[src/verilog/ttc_pkg.sv]
// constants shared by the eight-bit timer pair control block
// =====================================================================
// How it works
// RULE_01 - unit A has control, match, pulse-width registers
// RULE_02 - software leaves A match alone while running
// RULE_03 - A pulse width fixed while running, except PWM
// RULE_04 - three-bit field picks the source clock
// RULE_05 - run bit zero stops and clears; one starts
// RULE_06 - A mode codes: timer, divider, PWM, cascade
// RULE_07 - software keeps fields while running or stopping
// RULE_08 - fields load in the write that starts
// RULE_09 - cascade needs A mode 011, B picks mode
// RULE_10 - cascade source clock comes from unit A
// RULE_11 - cascade run and flip-flop come from B
// RULE_12 - full-rate clock in slow only for warm-up
// RULE_13 - unit B has its own three registers
// RULE_14 - software leaves B match alone while running
// RULE_15 - B pulse width fixed while running, except PWM
// RULE_16 - B in 16-bit modes counts A overflow
// RULE_17 - B mode codes: 16-bit timer, warm-up, PWM, pulse
// RULE_18 - flip-flop bit gives output level at start
package ttc_pkg;
  // =====================================================================
  // widths
  localparam int DATA_W = 8;
  localparam int ADDR_W = 8;
  localparam int PRE_BITS = 11;
  localparam int FS_DIV_BITS = 3;
  localparam int NUM_TAPS = 5;
  localparam int NUM_PINS = 3;

  // =====================================================================
  // register offsets
  localparam logic [7:0] OFS_CTL_A = 8'h29;
  localparam logic [7:0] OFS_CTL_B = 8'h2a;
  localparam logic [7:0] OFS_MATCH_A = 8'h2b;
  localparam logic [7:0] OFS_PW_A = 8'h2c;
  localparam logic [7:0] OFS_MATCH_B = 8'h2d;
  localparam logic [7:0] OFS_PW_B = 8'h2e;
  localparam logic [7:0] OFS_COUNT_A = 8'h2f;
  localparam logic [7:0] OFS_COUNT_B = 8'h30;
  localparam logic [7:0] OFS_STATUS = 8'h31;

  // =====================================================================
  // reset values and field layout
  localparam logic [7:0] CTL_RESET = 8'h00;
  localparam logic [7:0] MATCH_RESET = 8'hff;
  localparam logic [7:0] PW_RESET = 8'h00;
  localparam logic [7:0] CNT_MAX = 8'hff;
  localparam logic [15:0] CNT16_MAX = 16'hffff;
  localparam int FF_BIT = 7;
  localparam int CK_LSB = 4;
  localparam int RUN_BIT = 3;
  localparam int MODE_LSB = 0;
  localparam int STAT_FF_A = 0;
  localparam int STAT_FF_B = 1;
  localparam int STAT_RUN_A = 2;
  localparam int STAT_RUN_B = 3;
  localparam int STAT_CASC = 4;

  // =====================================================================
  // source clock codes
  localparam logic [2:0] CK_DIV2048 = 3'h0;
  localparam logic [2:0] CK_DIV128 = 3'h1;
  localparam logic [2:0] CK_DIV32 = 3'h2;
  localparam logic [2:0] CK_DIV8 = 3'h3;
  localparam logic [2:0] CK_LOW = 3'h4;
  localparam logic [2:0] CK_DIV2 = 3'h5;
  localparam logic [2:0] CK_FULL = 3'h6;
  localparam logic [2:0] CK_PIN = 3'h7;

  // =====================================================================
  // operating modes
  localparam logic [2:0] MODE_TIMER = 3'h0;
  localparam logic [2:0] MODE_PDO = 3'h1;
  localparam logic [2:0] MODE_PWM8 = 3'h2;
  localparam logic [2:0] MODE_CASCADE = 3'h3;
  localparam logic [2:0] MODE_T16 = 3'h4;
  localparam logic [2:0] MODE_WARM = 3'h5;
  localparam logic [2:0] MODE_PWM16 = 3'h6;
  localparam logic [2:0] MODE_PPG16 = 3'h7;
endpackage

[src/verilog/ttc_timer_pair.sv]
// cascadable pair of eight-bit timer counters with register port
`timescale 1ns/10ps
module ttc_timer_pair
  import ttc_pkg::*;
(
  input wire logic clk,
  input wire logic sys_rst,
  input wire logic [ADDR_W-1:0] regAddr,
  input wire logic [DATA_W-1:0] regWdata,
  input wire logic regWrite,
  input wire logic regRead,
  output logic [DATA_W-1:0] regRdata,
  input wire logic lowFreqClkPin,
  input wire logic extCountPinA,
  input wire logic extCountPinB,
  input wire logic prescalerTapSelect,
  input wire logic lowSpeedOperation,
  output logic timerAFlipflop,
  output logic timerBFlipflop,
  output logic timerAMatch,
  output logic timerBMatch
);
  localparam int TAP_SHIFT [NUM_TAPS] = '{11, 7, 5, 3, 1};

  logic [7:0] ctlA_q, ctlA_d, ctlB_q, ctlB_d;
  logic [7:0] matchA_q, matchA_d, pwA_q, pwA_d;
  logic [7:0] matchB_q, matchB_d, pwB_q, pwB_d;
  logic [7:0] rdata_q, rdata_d;
  logic [7:0] cntA_q, cntA_d, cntB_q, cntB_d;
  logic ffA_q, ffA_d, ffB_q, ffB_d;
  logic hitA_q, hitA_d, hitB_q, hitB_d;
  logic runAPrev_q, runBPrev_q;
  logic [PRE_BITS-1:0] preCnt_q;
  logic [NUM_TAPS-1:0] fcTap_q;
  logic [FS_DIV_BITS-1:0] fsDiv_q;
  logic fsDiv8Tick_q;
  logic [NUM_PINS-1:0] pinS1_q, pinS2_q, pinS3_q;
  logic [NUM_PINS-1:0] pinEdge;
  logic [2:0] modeA, modeB;
  logic runA, runB, initA, initB, startA, startB;
  logic cascade, bSixteen, warmUp;
  logic tickA, tickB, aOvf;
  logic [15:0] cnt16, match16, pw16, next16;
  logic [9:0] stepA, stepB;

  // =====================================================================
  // decoded control
  assign modeA = ctlA_q[MODE_LSB +: 3];
  assign modeB = ctlB_q[MODE_LSB +: 3];
  assign bSixteen = modeB[2]; // RULE_17
  assign cascade = (modeA == MODE_CASCADE) && bSixteen; // RULE_09
  assign warmUp = cascade && (modeB == MODE_WARM);
  assign runB = ctlB_q[RUN_BIT];
  assign runA = cascade ? runB : ctlA_q[RUN_BIT]; // RULE_11
  assign initB = ctlB_q[FF_BIT];
  assign initA = ctlA_q[FF_BIT];
  assign startA = runA && !runAPrev_q;
  assign startB = runB && !runBPrev_q;
  assign cnt16 = {cntB_q, cntA_q};
  assign match16 = {matchB_q, matchA_q};
  assign pw16 = {pwB_q, pwA_q};

  // =====================================================================
  // pin synchronisers; stage one feeds stage two only
  assign pinEdge = pinS2_q & ~pinS3_q;
  always_ff @(posedge clk) begin
    if (sys_rst) begin
      pinS1_q <= '0;
      pinS2_q <= '0;
      pinS3_q <= '0;
    end else begin
      pinS1_q <= {extCountPinB, extCountPinA, lowFreqClkPin};
      pinS2_q <= pinS1_q;
      pinS3_q <= pinS2_q;
    end
  end

  // =====================================================================
  // prescaler: clk stands in for fc; low clock divided by eight
  genvar t;
  generate
    for (t = 0; t < NUM_TAPS; t++) begin : g_tap
      always_ff @(posedge clk) begin
        if (sys_rst) begin
          fcTap_q[t] <= 1'b0;
        end else begin
          fcTap_q[t] <= &preCnt_q[TAP_SHIFT[t]-1:0];
        end
      end
    end
  endgenerate

  always_ff @(posedge clk) begin
    if (sys_rst) begin
      preCnt_q <= '0;
      fsDiv_q <= '0;
      fsDiv8Tick_q <= 1'b0;
    end else begin
      preCnt_q <= preCnt_q + 1'b1;
      fsDiv_q <= fsDiv_q + FS_DIV_BITS'(pinEdge[0]);
      fsDiv8Tick_q <= pinEdge[0] && (&fsDiv_q);
    end
  end

  // =====================================================================
  // source clocks; in cascade both halves run off unit A's selection
  ttc_clock_select u_clk_a (
    .clk(clk),
    .sys_rst(sys_rst),
    .clockSelect(ctlA_q[CK_LSB +: 3]), // RULE_10
    .fcTap(fcTap_q),
    .fsTick(pinEdge[0]),
    .fsDiv8Tick(fsDiv8Tick_q),
    .extTick(pinEdge[1]),
    .prescalerTapSelect(prescalerTapSelect),
    .lowSpeed(lowSpeedOperation),
    .warmUpMode(warmUp),
    .srcTick(tickA)
  );

  ttc_clock_select u_clk_b (
    .clk(clk),
    .sys_rst(sys_rst),
    .clockSelect(ctlB_q[CK_LSB +: 3]),
    .fcTap(fcTap_q),
    .fsTick(pinEdge[0]),
    .fsDiv8Tick(fsDiv8Tick_q),
    .extTick(pinEdge[2]),
    .prescalerTapSelect(prescalerTapSelect),
    .lowSpeed(lowSpeedOperation),
    .warmUpMode(1'b0),
    .srcTick(tickB)
  );

  // =====================================================================
  // one eight-bit step: returns {pulse, flip-flop, count}
  function automatic logic [9:0] step8(input logic [2:0] mode, input logic [7:0] cnt,
    input logic [7:0] match, input logic [7:0] pw, input logic ff, input logic init);
    logic [7:0] c;
    logic f;
    logic p;
    c = cnt;
    f = ff;
    p = 1'b0;
    case (mode)
      MODE_TIMER, MODE_PDO: begin // RULE_06
        if (cnt == match) begin
          c = '0;
          p = 1'b1;
          if (mode == MODE_PDO) begin
            f = ~ff;
          end
        end else begin
          c = cnt + 1'b1;
        end
      end
      MODE_PWM8: begin
        c = cnt + 1'b1;
        if (cnt == CNT_MAX) begin
          f = init;
          p = 1'b1;
        end else if (cnt == pw) begin
          f = ~init;
        end
      end
      default: begin
        // reserved codes hold the count
      end
    endcase
    return {p, f, c};
  endfunction

  // =====================================================================
  // counters and output flip-flops
  always_comb begin
    cntA_d = cntA_q;
    cntB_d = cntB_q;
    ffA_d = ffA_q;
    ffB_d = ffB_q;
    hitA_d = 1'b0;
    hitB_d = 1'b0;
    aOvf = 1'b0;
    next16 = cnt16 + 16'h0001;
    stepA = step8(modeA, cntA_q, matchA_q, pwA_q, ffA_q, initA);
    stepB = step8(bSixteen ? MODE_TIMER : modeB, cntB_q, matchB_q, pwB_q, ffB_q, initB);
    if (cascade) begin
      if (!runB) begin
        cntA_d = '0; // RULE_05
        cntB_d = '0;
      end else if (startB) begin
        ffB_d = initB; // RULE_18
      end else if (tickA) begin
        {cntB_d, cntA_d} = next16;
        aOvf = (cntA_q == CNT_MAX); // RULE_16
        unique case (modeB)
          MODE_T16: if (cnt16 == match16) begin
            {cntB_d, cntA_d} = '0;
            hitB_d = 1'b1;
          end
          MODE_WARM: if (cntB_q == matchB_q) begin
            {cntB_d, cntA_d} = '0; // lower byte ignored for warm-up
            hitB_d = 1'b1;
          end
          MODE_PWM16: begin
            if (cnt16 == CNT16_MAX) begin
              ffB_d = initB;
              hitB_d = 1'b1;
            end else if (cnt16 == pw16) begin
              ffB_d = ~initB;
            end
          end
          MODE_PPG16: begin
            if (cnt16 == match16) begin
              {cntB_d, cntA_d} = '0;
              ffB_d = initB;
              hitB_d = 1'b1;
            end else if (cnt16 == pw16) begin
              ffB_d = ~initB;
            end
          end
          default: begin
          end
        endcase
      end
    end else begin
      if (!runA) begin
        cntA_d = '0; // RULE_05
      end else if (startA) begin
        ffA_d = initA; // RULE_18
      end else if (tickA) begin
        if (modeA == MODE_CASCADE) begin
          // half of a pair whose upper unit is not yet 16-bit: free-run
          cntA_d = cntA_q + 1'b1;
          aOvf = (cntA_q == CNT_MAX);
        end else begin
          {hitA_d, ffA_d, cntA_d} = stepA;
          aOvf = stepA[9];
        end
      end
      if (!runB) begin
        cntB_d = '0; // RULE_05
      end else if (startB) begin
        ffB_d = initB; // RULE_18
      end else if (bSixteen ? aOvf : tickB) begin // RULE_16
        {hitB_d, ffB_d, cntB_d} = stepB;
      end
    end
  end

  always_ff @(posedge clk) begin
    if (sys_rst) begin
      cntA_q <= '0;
      cntB_q <= '0;
      ffA_q <= 1'b0;
      ffB_q <= 1'b0;
      hitA_q <= 1'b0;
      hitB_q <= 1'b0;
      runAPrev_q <= 1'b0;
      runBPrev_q <= 1'b0;
    end else begin
      cntA_q <= cntA_d;
      cntB_q <= cntB_d;
      ffA_q <= ffA_d;
      ffB_q <= ffB_d;
      hitA_q <= hitA_d;
      hitB_q <= hitB_d;
      runAPrev_q <= runA;
      runBPrev_q <= runB;
    end
  end

  // =====================================================================
  // register port; fields are frozen while a unit's own run bit is set so a stray
  // write cannot disturb a live count, only the run bit gets through
  always_comb begin
    ctlA_d = ctlA_q;
    ctlB_d = ctlB_q;
    matchA_d = matchA_q;
    pwA_d = pwA_q;
    matchB_d = matchB_q;
    pwB_d = pwB_q;
    rdata_d = '0;
    if (regWrite) begin
      unique case (regAddr)
        OFS_CTL_A: begin
          if (ctlA_q[RUN_BIT]) begin
            ctlA_d[RUN_BIT] = regWdata[RUN_BIT];
          end else begin
            ctlA_d = regWdata; // RULE_08
          end
        end
        OFS_CTL_B: begin
          if (ctlB_q[RUN_BIT]) begin
            ctlB_d[RUN_BIT] = regWdata[RUN_BIT];
          end else begin
            ctlB_d = regWdata; // RULE_08
          end
        end
        OFS_MATCH_A: matchA_d = regWdata; // RULE_01
        OFS_PW_A: pwA_d = regWdata;
        OFS_MATCH_B: matchB_d = regWdata; // RULE_13
        OFS_PW_B: pwB_d = regWdata;
        default: begin
        end
      endcase
    end
    if (regRead) begin
      unique case (regAddr)
        OFS_CTL_A: rdata_d = ctlA_q;
        OFS_CTL_B: rdata_d = ctlB_q;
        OFS_MATCH_A: rdata_d = matchA_q;
        OFS_PW_A: rdata_d = pwA_q;
        OFS_MATCH_B: rdata_d = matchB_q;
        OFS_PW_B: rdata_d = pwB_q;
        OFS_COUNT_A: rdata_d = cntA_q;
        OFS_COUNT_B: rdata_d = cntB_q;
        OFS_STATUS: begin
          rdata_d[STAT_FF_A] = ffA_q;
          rdata_d[STAT_FF_B] = ffB_q;
          rdata_d[STAT_RUN_A] = runA;
          rdata_d[STAT_RUN_B] = runB;
          rdata_d[STAT_CASC] = cascade;
        end
        default: rdata_d = '0;
      endcase
    end
  end

  always_ff @(posedge clk) begin
    if (sys_rst) begin
      ctlA_q <= CTL_RESET;
      ctlB_q <= CTL_RESET;
      matchA_q <= MATCH_RESET;
      pwA_q <= PW_RESET;
      matchB_q <= MATCH_RESET;
      pwB_q <= PW_RESET;
      rdata_q <= '0;
    end else begin
      ctlA_q <= ctlA_d;
      ctlB_q <= ctlB_d;
      matchA_q <= matchA_d;
      pwA_q <= pwA_d;
      matchB_q <= matchB_d;
      pwB_q <= pwB_d;
      rdata_q <= rdata_d;
    end
  end

  assign regRdata = rdata_q;
  assign timerAFlipflop = ffA_q;
  assign timerBFlipflop = ffB_q;
  assign timerAMatch = hitA_q;
  assign timerBMatch = hitB_q;
endmodule // ttc_timer_pair

[src/verilog/ttc_clock_select.sv]
// source clock selection for one timer unit
`timescale 1ns/10ps
module ttc_clock_select
  import ttc_pkg::*;
(
  input wire logic clk,
  input wire logic sys_rst,
  input wire logic [2:0] clockSelect,
  input wire logic [NUM_TAPS-1:0] fcTap,
  input wire logic fsTick,
  input wire logic fsDiv8Tick,
  input wire logic extTick,
  input wire logic prescalerTapSelect,
  input wire logic lowSpeed,
  input wire logic warmUpMode,
  output logic srcTick
);
  logic tick_d;
  logic tick_q;

  // =====================================================================
  // tap mux; fc-derived taps are dead in low-speed operation
  always_comb begin
    tick_d = 1'b0;
    unique case (clockSelect)
      CK_DIV2048: tick_d = (prescalerTapSelect || lowSpeed) ? fsDiv8Tick : fcTap[0]; // RULE_04
      CK_DIV128: tick_d = !lowSpeed && fcTap[1];
      CK_DIV32: tick_d = !lowSpeed && fcTap[2];
      CK_DIV8: tick_d = !lowSpeed && fcTap[3];
      CK_LOW: tick_d = fsTick;
      CK_DIV2: tick_d = !lowSpeed && fcTap[4];
      CK_FULL: tick_d = !lowSpeed || warmUpMode; // RULE_12
      CK_PIN: tick_d = extTick;
    endcase
  end

  always_ff @(posedge clk) begin
    if (sys_rst) begin
      tick_q <= 1'b0;
    end else begin
      tick_q <= tick_d;
    end
  end

  assign srcTick = tick_q;
endmodule // ttc_clock_select

[config.mk]
export PLATFORM = sky130hd
export DESIGN_NAME = ttc_timer_pair
export DESIGN_NICKNAME = d
export VERILOG_FILES = /design/src/verilog/ttc_pkg.sv /design/src/verilog/ttc_timer_pair.sv /design/src/verilog/ttc_clock_select.sv
export SDC_FILE = /design/constraint.sdc
export NUM_CORES = 1
export LEC_CHECK = 0
export ABC_AREA = 0
export ABC_CLOCK_PERIOD_IN_PS = 2600
export BUFFER_PORTS_ARGS = -buffer_cell sky130_fd_sc_hd__clkbuf_2
export CORE_ASPECT_RATIO = 0.8
export CORE_UTILIZATION = 50
export CTS_CLUSTER_DIAMETER = 40
export CTS_CLUSTER_SIZE = 12
export DETAILED_ROUTE_END_ITERATION = 8
export PLACE_DENSITY_LB_ADDON = 0.08
export SYNTH_ARGS = -nofsm -noshare
export SYNTH_HDL_FRONTEND = slang
export SYNTH_SLANG_ARGS = --single-unit
[constraint.sdc]
create_clock -name clk -period 2.6 [get_ports clk]
set_input_delay 0.26 -clock clk [delete_from_list [all_inputs] [get_ports clk]]
set_output_delay 0.26 -clock clk [all_outputs]
set_load 0.05 [all_outputs]
==> metrics.md, run 1 <==
| Metric | Value |
|---|---|
| Synth unique cells | 60 |
| DP HPWL | 12.1 mm |
| Layout area overhead | 15.7% |
| Root Buffer | clkbuf_16 |
| Yosys synthesis warning count | 0 |
| Worst endpoint required time | ~2900 ps |
| DR vias/cell | roughly 6.1 |
| Commonest non-fill, non-tap cells in the layout | 109 x dfxtp_1, 79 x nand2_1, 57 x nand3_1 |
| Tot GR Track Use | 0.296 |
| Setup violations, final | 0 |
| Commonest non-fill, non-tap cell in the layout | dfxtp_1 |
| First DRT Iteration DRCs | 571 |
| Worst setup margin | 98.3 ps |
| Die Area | 11300 µm² |
| IO Pins | 37 |
| Chip width | 119 µm |
| Layout net count | around 730 |
| GPL Wtd Cong | 0.918 |
| CP max FO | 7 |
| Mapped Cells | 647 |
| # port buffers | 36 |
| Status | finished clean |
| Setup WS pre-CTS | 133 ps |
| Max_slew headroom | 0.540 |
| Worst slew pin tran | 684 ps |
| Worst reg-to-reg setup slack | 100 ps |
| Worst Path Arrival | 2750 ps |
| Clock-pin slew on the worst setup and hold paths | 80 ps |
| Crit path largest cell delay | 550 ps |
| Worst slack on hold paths | 113 ps |
| Post-CTS sizing | 0 |
| Initial Utilization | 0.522 |
| Clock Sinks | 109 |
| Clk Latency, worst-skew pair | 360 ps |
| Post-route ant nets | 0 |
| HP Class | input pin to flip-flop |
| Kind of critical path | flip-flop to flip-flop |
| RSZ-0062 raised after global routing | no |
| Achievable clock frequency | 0.400 GHz |
| Post-CTS setup buffers | 0 |
| Hold buffers post-CTS | 0 |
| Peak supply drop | 496 µV |
| Number of synthesized flops with an enable pin | 0 |
| H-Tree Depth | 3 |
| DRC errors left | 0 |
| Max Buffers Root-to-Sink | 2 |
| Cell leakage power | 0.00253 µW |
| Crit path cell chain | and4_4 -> nand4_4 -> o2111a_1 -> or4_4 -> a31o_4 -> a221o_1 -> a31o_1 |
| Final period util | 0.962 |
| Wire length per cell | 19.3 µm |
| Worst r2r path cells | 7 |
| Crit path capture type | flip-flop |
| Largest net degree at the start of global routing | 51 |
| Power per cell area | between 500 and 600 nW/µm² |
| Max-Cap Viols | 0 |
| Setup tns final | 0 ps |
| Initial antenna violation count | 0 |
| Final hold viol count | 0 |
| Tmin final | 2500 ps |
| Via count | 5145 |
| Hold depth | 2 |
| Site Rows | 33 |
| Synth Net Count | 679 |
| Asr flop ratio synth | 0 |
| Synth Flop Type | dfxtp_1 |
| N_diodes | 0 |
| Layout fillers | 972 |
| Worst setup SP type | flip-flop |
| CP max-delay cell | or4_4 |
| Aggregate global routing overflow | 0 |
| Seq/Total Area, Yosys | 0.402 |
| Final Non-Filler Cells | 841 |
| CTS Buf Count | 9 |
| Syn avg cell area | roughly 8.4 µm² |
| Max Clock Skew | 12.2 ps |
| First-pass GRT wire length | 25.4 mm |
| Synth Register Bits | approximately 110 |
| Share of layout cells above drive strength 1 | 0.157 |
| Synth Cell Area | 5430 µm² |
| CTS tree | yes |
| Core area | 10400 µm² |
| Fin util | 0.604 |
| Placed Cells | 825 |
| TritonRoute pass-1 iters | 6 |
| Vias in the first global route | 4555 |
| Max-slew violation count | 0 |
| Die Y | approximately 95 µm |
| Routed WL | 16.2 mm |
==> final cells by class <==
type,count,area (µm²),share of cell area
clock inverters,7,114,0.0181
multi-input cells,483,3030,0.482
repair buffers,80,510,0.0812
well taps,140,175,0.0279
clock buffers,9,225,0.0358
flip-flops and latches,109,2180,0.347
inverters,13,48.8,0.00776
==> worst max-delay path: cells and delay by family (launching register included) <==
kind / cells / cell delay [ps]
compound gates: 4 / 990
simple gates: 3 / 960
flops: 1 / 430
==> per-stage QoR <==
step	area [µm²]	power (µW)
after floorplan	5430	1790
after global placement	5950	1840
after detailed placement	5950	1840
after CTS	6290	3370
after global routing	6290	3450
final	6290	3350
==> Yosys cell counts, drive strengths merged, types with 8 or more instances <==
library cell / number / area share
nor2: 54 / 0.037
nor3: 11 / 0.012
nand3: 57 / 0.053
a211oi: 9 / 0.012
buf: 12 / 0.012
a31oi: 19 / 0.025
xor2: 34 / 0.055
nor4: 8 / 0.012
nand2: 79 / 0.055
xnor2: 13 / 0.021
dfxtp: 109 / 0.40
clkbuf: 30 / 0.021
inv: 13 / 0.0090
mux2i: 17 / 0.031
a221oi: 8 / 0.013
nor2b: 23 / 0.026
o21ai: 8 / 0.0074
a21oi: 34 / 0.031
and3: 10 / 0.012
a22oi: 15 / 0.021
nand4: 8 / 0.012
==> state kept, by name, summed over array words and instances, names as in the netlist, 5 cells and up <==
signal    cells
fcTap_q       5
pwB_q         8
pwA_q         8
ctlA_q        8
cntA_q        8
preCnt_q     11
matchB_q      8
cntB_q        8
regRdata      8
matchA_q      8
ctlB_q        8
==> power by group <==
group          leakage, µW  internal, µW  switching (µW)  total (µW)
clock network     0.000165           869             675        1540
logic              0.00148          38.3            79.5         118
registers         0.000881          1680            7.29        1690
total              0.00253          2590             762        3350
==> path summary, 6_finish.rpt <==
| kind | start | to |
|---|---|---|
| max reg2reg | cntA_q[3]$_SDFFE_PP0P_ | cntB_q[7]$_SDFFE_PP0P_ |
| min | extCountPinB | pinS1_q[2]$_SDFF_PP0_ |
| max | cntA_q[3]$_SDFFE_PP0P_ | cntB_q[7]$_SDFFE_PP0P_ |
| min reg2reg | pinS1_q[2]$_SDFF_PP0_ | pinS2_q[2]$_SDFF_PP0_ |
==> kinds of logic (layout without fill, tap and decap cells) <==
group | count (synthesis) | in the layout | synth area share
compound gates | 133 | 133 | 0.172
xor+xnor | 47 | 47 | 0.0758
fa+ha+maj | 7 | 7 | 0.0161
buf+inv | 55 | 109 | 0.0412
flops | 109 | 109 | 0.402
mux | 19 | 19 | 0.0375
simple gates | 277 | 277 | 0.255
==> layer usage <==
layer  vias up  global-route usage  part of all wire
met2       264               0.460              0.43
met3        27              0.0472             0.097
met1      2425               0.427              0.46
li1       2429                   -                 -
met4         0              0.0802             0.017
met5         -                   0                 0
Note: power is estimated with default switching activity, not from simulation.
==> inputs of run 2 (changes only) <==
CTS_BUF_LIST = sky130_fd_sc_hd__clkbuf_2 sky130_fd_sc_hd__clkbuf_4 sky130_fd_sc_hd__clkbuf_8   (was default)
==> run 2 against run 1 <==
Critical path depth unchanged. Via count about the same. Sequential power is essentially flat. Largest cell class unchanged. Critical endpoint unchanged. Highest routed layer unchanged. Maximum frequency shrank 0.39%. Sequential share of layout area grew 0.57 points. Critical path type unchanged. Largest power group unchanged. Utilization decreased by 0.97 points.
==> metrics.md, run 2 (synthesis results as in run 1) <==
| Metric | Value |
|---|---|
| Worst endpoint required time | 2890 ps (was 2850 ps) |
| Worst slew pin tran | 678 ps (was 684 ps) |
| Hold buffers post-CTS | 0 (unchanged) |
| Hold Crit Start | extCountPinB (unchanged) |
| Final Non-Filler Cells | 841 (unchanged) |
| Site Rows | 33 (unchanged) |
| Via count | 5143 (was 5145) |
| Layout net count | 728 (unchanged) |
| CP max FO | 7 (unchanged) |
| Crit path from | cntA_q[3]$_SDFFE_PP0P_ (unchanged) |
| Routed WL | 16.2 mm (about the same) |
| Worst Path Arrival | 2800 ps (was 2750 ps) |
| Layout area overhead | 13.9% (was 15.7%) |
| Max-slew violation count | 0 (unchanged) |
| Power per cell area | 487 nW/µm² (was 533 nW/µm²) |
| Worst reg-to-reg setup slack | 90 ps (was 100 ps) |
| Placed Cells | 825 (unchanged) |
| Clock Sinks | 109 (unchanged) |
| Peak supply drop | 510 µV (was 496 µV) |
| DP HPWL | 12.1 mm (unchanged) |
| Aggregate global routing overflow | 0 (unchanged) |
| CTS Buf Count | 9 (unchanged) |
| Final hold viol count | 0 (unchanged) |
| HP Class | input pin to flip-flop (unchanged) |
| Final period util | 0.966 (was 0.962) |
| Max Clock Skew | 19.3 ps (was 12.2 ps) |
| Commonest non-fill, non-tap cells in the layout | 109 x dfxtp_1, 79 x nand2_1, 57 x nand3_1 (unchanged) |
| Die Y | 95.2 µm (unchanged) |
| Post-route ant nets | 0 (unchanged) |
| Crit path capture type | flip-flop (unchanged) |
| Cell leakage power | 0.00248 µW (was 0.00253 µW) |
| First DRT Iteration DRCs | 643 (was 571) |
| DR vias/cell | 6.12 (about the same) |
| CTS tree | yes (unchanged) |
| Tot GR Track Use | 0.296 (about the same) |
| # port buffers | 36 (unchanged) |
| Setup violations, final | 0 (unchanged) |
| Initial antenna violation count | 0 (unchanged) |
| Largest Register | preCnt_q (unchanged) |
| Worst slack on hold paths | 79.2 ps (was 113 ps) |
| Die Area | 11300 µm² (unchanged) |
| Share of layout cells above drive strength 1 | 0.157 (unchanged) |
| Max reg flops | 11 (unchanged) |
| Worst setup SP type | flip-flop (unchanged) |
| Core area | 10400 µm² (unchanged) |
| Fin util | 0.595 (was 0.604) |
| N_diodes | 0 (unchanged) |
| H-Tree Depth | 3 (unchanged) |
| Largest net degree at the start of global routing | 51 (unchanged) |
| Min-Delay Endpoint | pinS1_q[2]$_SDFF_PP0_ (unchanged) |
| Clk Latency, worst-skew pair | 390 ps (was 360 ps) |
| RSZ-0062 raised after global routing | no (unchanged) |
| Max Buffers Root-to-Sink | 2 (unchanged) |
| IO Pins | 37 (unchanged) |
| DRC errors left | 0 (unchanged) |
| Root Buffer | clkbuf_8 (was clkbuf_16) |
| Post-CTS setup buffers | 0 (unchanged) |
| Clock-pin slew on the worst setup and hold paths | 120 ps (was 80 ps) |
| Chip width | 119 µm (unchanged) |
| Post-CTS sizing | 0 (unchanged) |
| Status | finished clean (unchanged) |
| Kind of critical path | flip-flop to flip-flop (unchanged) |
| Achievable clock frequency | 0.398 GHz (was 0.400 GHz) |
| GPL Wtd Cong | 0.918 (unchanged) |
| Hold depth | 2 (unchanged) |
| Setup tns final | 0 ps (unchanged) |
| Wire length per cell | 19.3 µm (about the same) |
| Commonest non-fill, non-tap cell in the layout | dfxtp_1 (unchanged) |
| Vias in the first global route | 4561 (was 4555) |
| Initial Utilization | 0.522 (unchanged) |
| TritonRoute pass-1 iters | 6 (unchanged) |
| Reg2Reg Capture Point | cntB_q[7]$_SDFFE_PP0P_ (unchanged) |
| Max_slew headroom | 0.544 (was 0.540) |
| First-pass GRT wire length | 25.3 mm (was 25.4 mm) |
| Reg-to-Reg Start | cntA_q[3]$_SDFFE_PP0P_ (unchanged) |
| Tmin final | 2510 ps (was 2500 ps) |
| Max-Cap Viols | 0 (unchanged) |
| Worst r2r path cells | 7 (unchanged) |
==> run 2: cell type report <==
type / count / area [µm²]
fill: 991 / 4220
multi-input combinational: 483 / 3030
sequential: 109 / 2180
timing repair buffer: 80 / 510
tap: 140 / 175
clock buffer: 9 / 124
clock inverter: 7 / 114
inverter: 13 / 48.8
==> run 2: critical path, cell delays in order (launching register included) <==
cell      delay, ps
dfxtp_1         440
and4_4          300
nand4_4         110
o2111a_1        240
or4_4           550
a31o_4          280
a221o_1         260
a31o_1          210
==> run 2: through the flow <==
step                cell area (µm²)  worst slack (ps)  total power (µW)
detailed placement             5950               133              1840
finish                         6190              88.4              3010
global placement               5950               137              1840
floorplan                      5430               121              1790
CTS                            6190               102              3030
global route                   6190              16.6              3110
==> run 2: power by group <==
group	total (µW)	leakage, µW	internal (µW)	switching, µW
sequential	1690	0.000881	1680	7.27
clock	1200	0.000119	566	637
combinational	118	0.00148	38.3	79.9
==> run 2: per-layer routing <==
| metal | track usage | vias up | wire, µm |
|---|---|---|---|
| met2 | 0.458 | 266 | 6930 |
| li1 | - | 2414 | - |
| met5 | 0 | - | 0 |
| met4 | 0.0823 | 0 | 285 |
| met1 | 0.425 | 2434 | 7380 |
| met3 | 0.0520 | 29 | 1620 |
==> run 2: worst max-delay path by stage <==
stage / slack [ps] / endpoint / depth (start not counted)
after floorplan: 120 / cntB_q[7]$_SDFFE_PP0P_ / 8
after global placement: 140 / cntB_q[7]$_SDFFE_PP0P_ / 7
after detailed placement: 130 / cntB_q[7]$_SDFFE_PP0P_ / 7
after CTS: 100 / cntB_q[7]$_SDFFE_PP0P_ / 7
after global routing: 20 / cntB_q[7]$_SDFFE_PP0P_ / 7
final: 90 / cntB_q[7]$_SDFFE_PP0P_ / 7
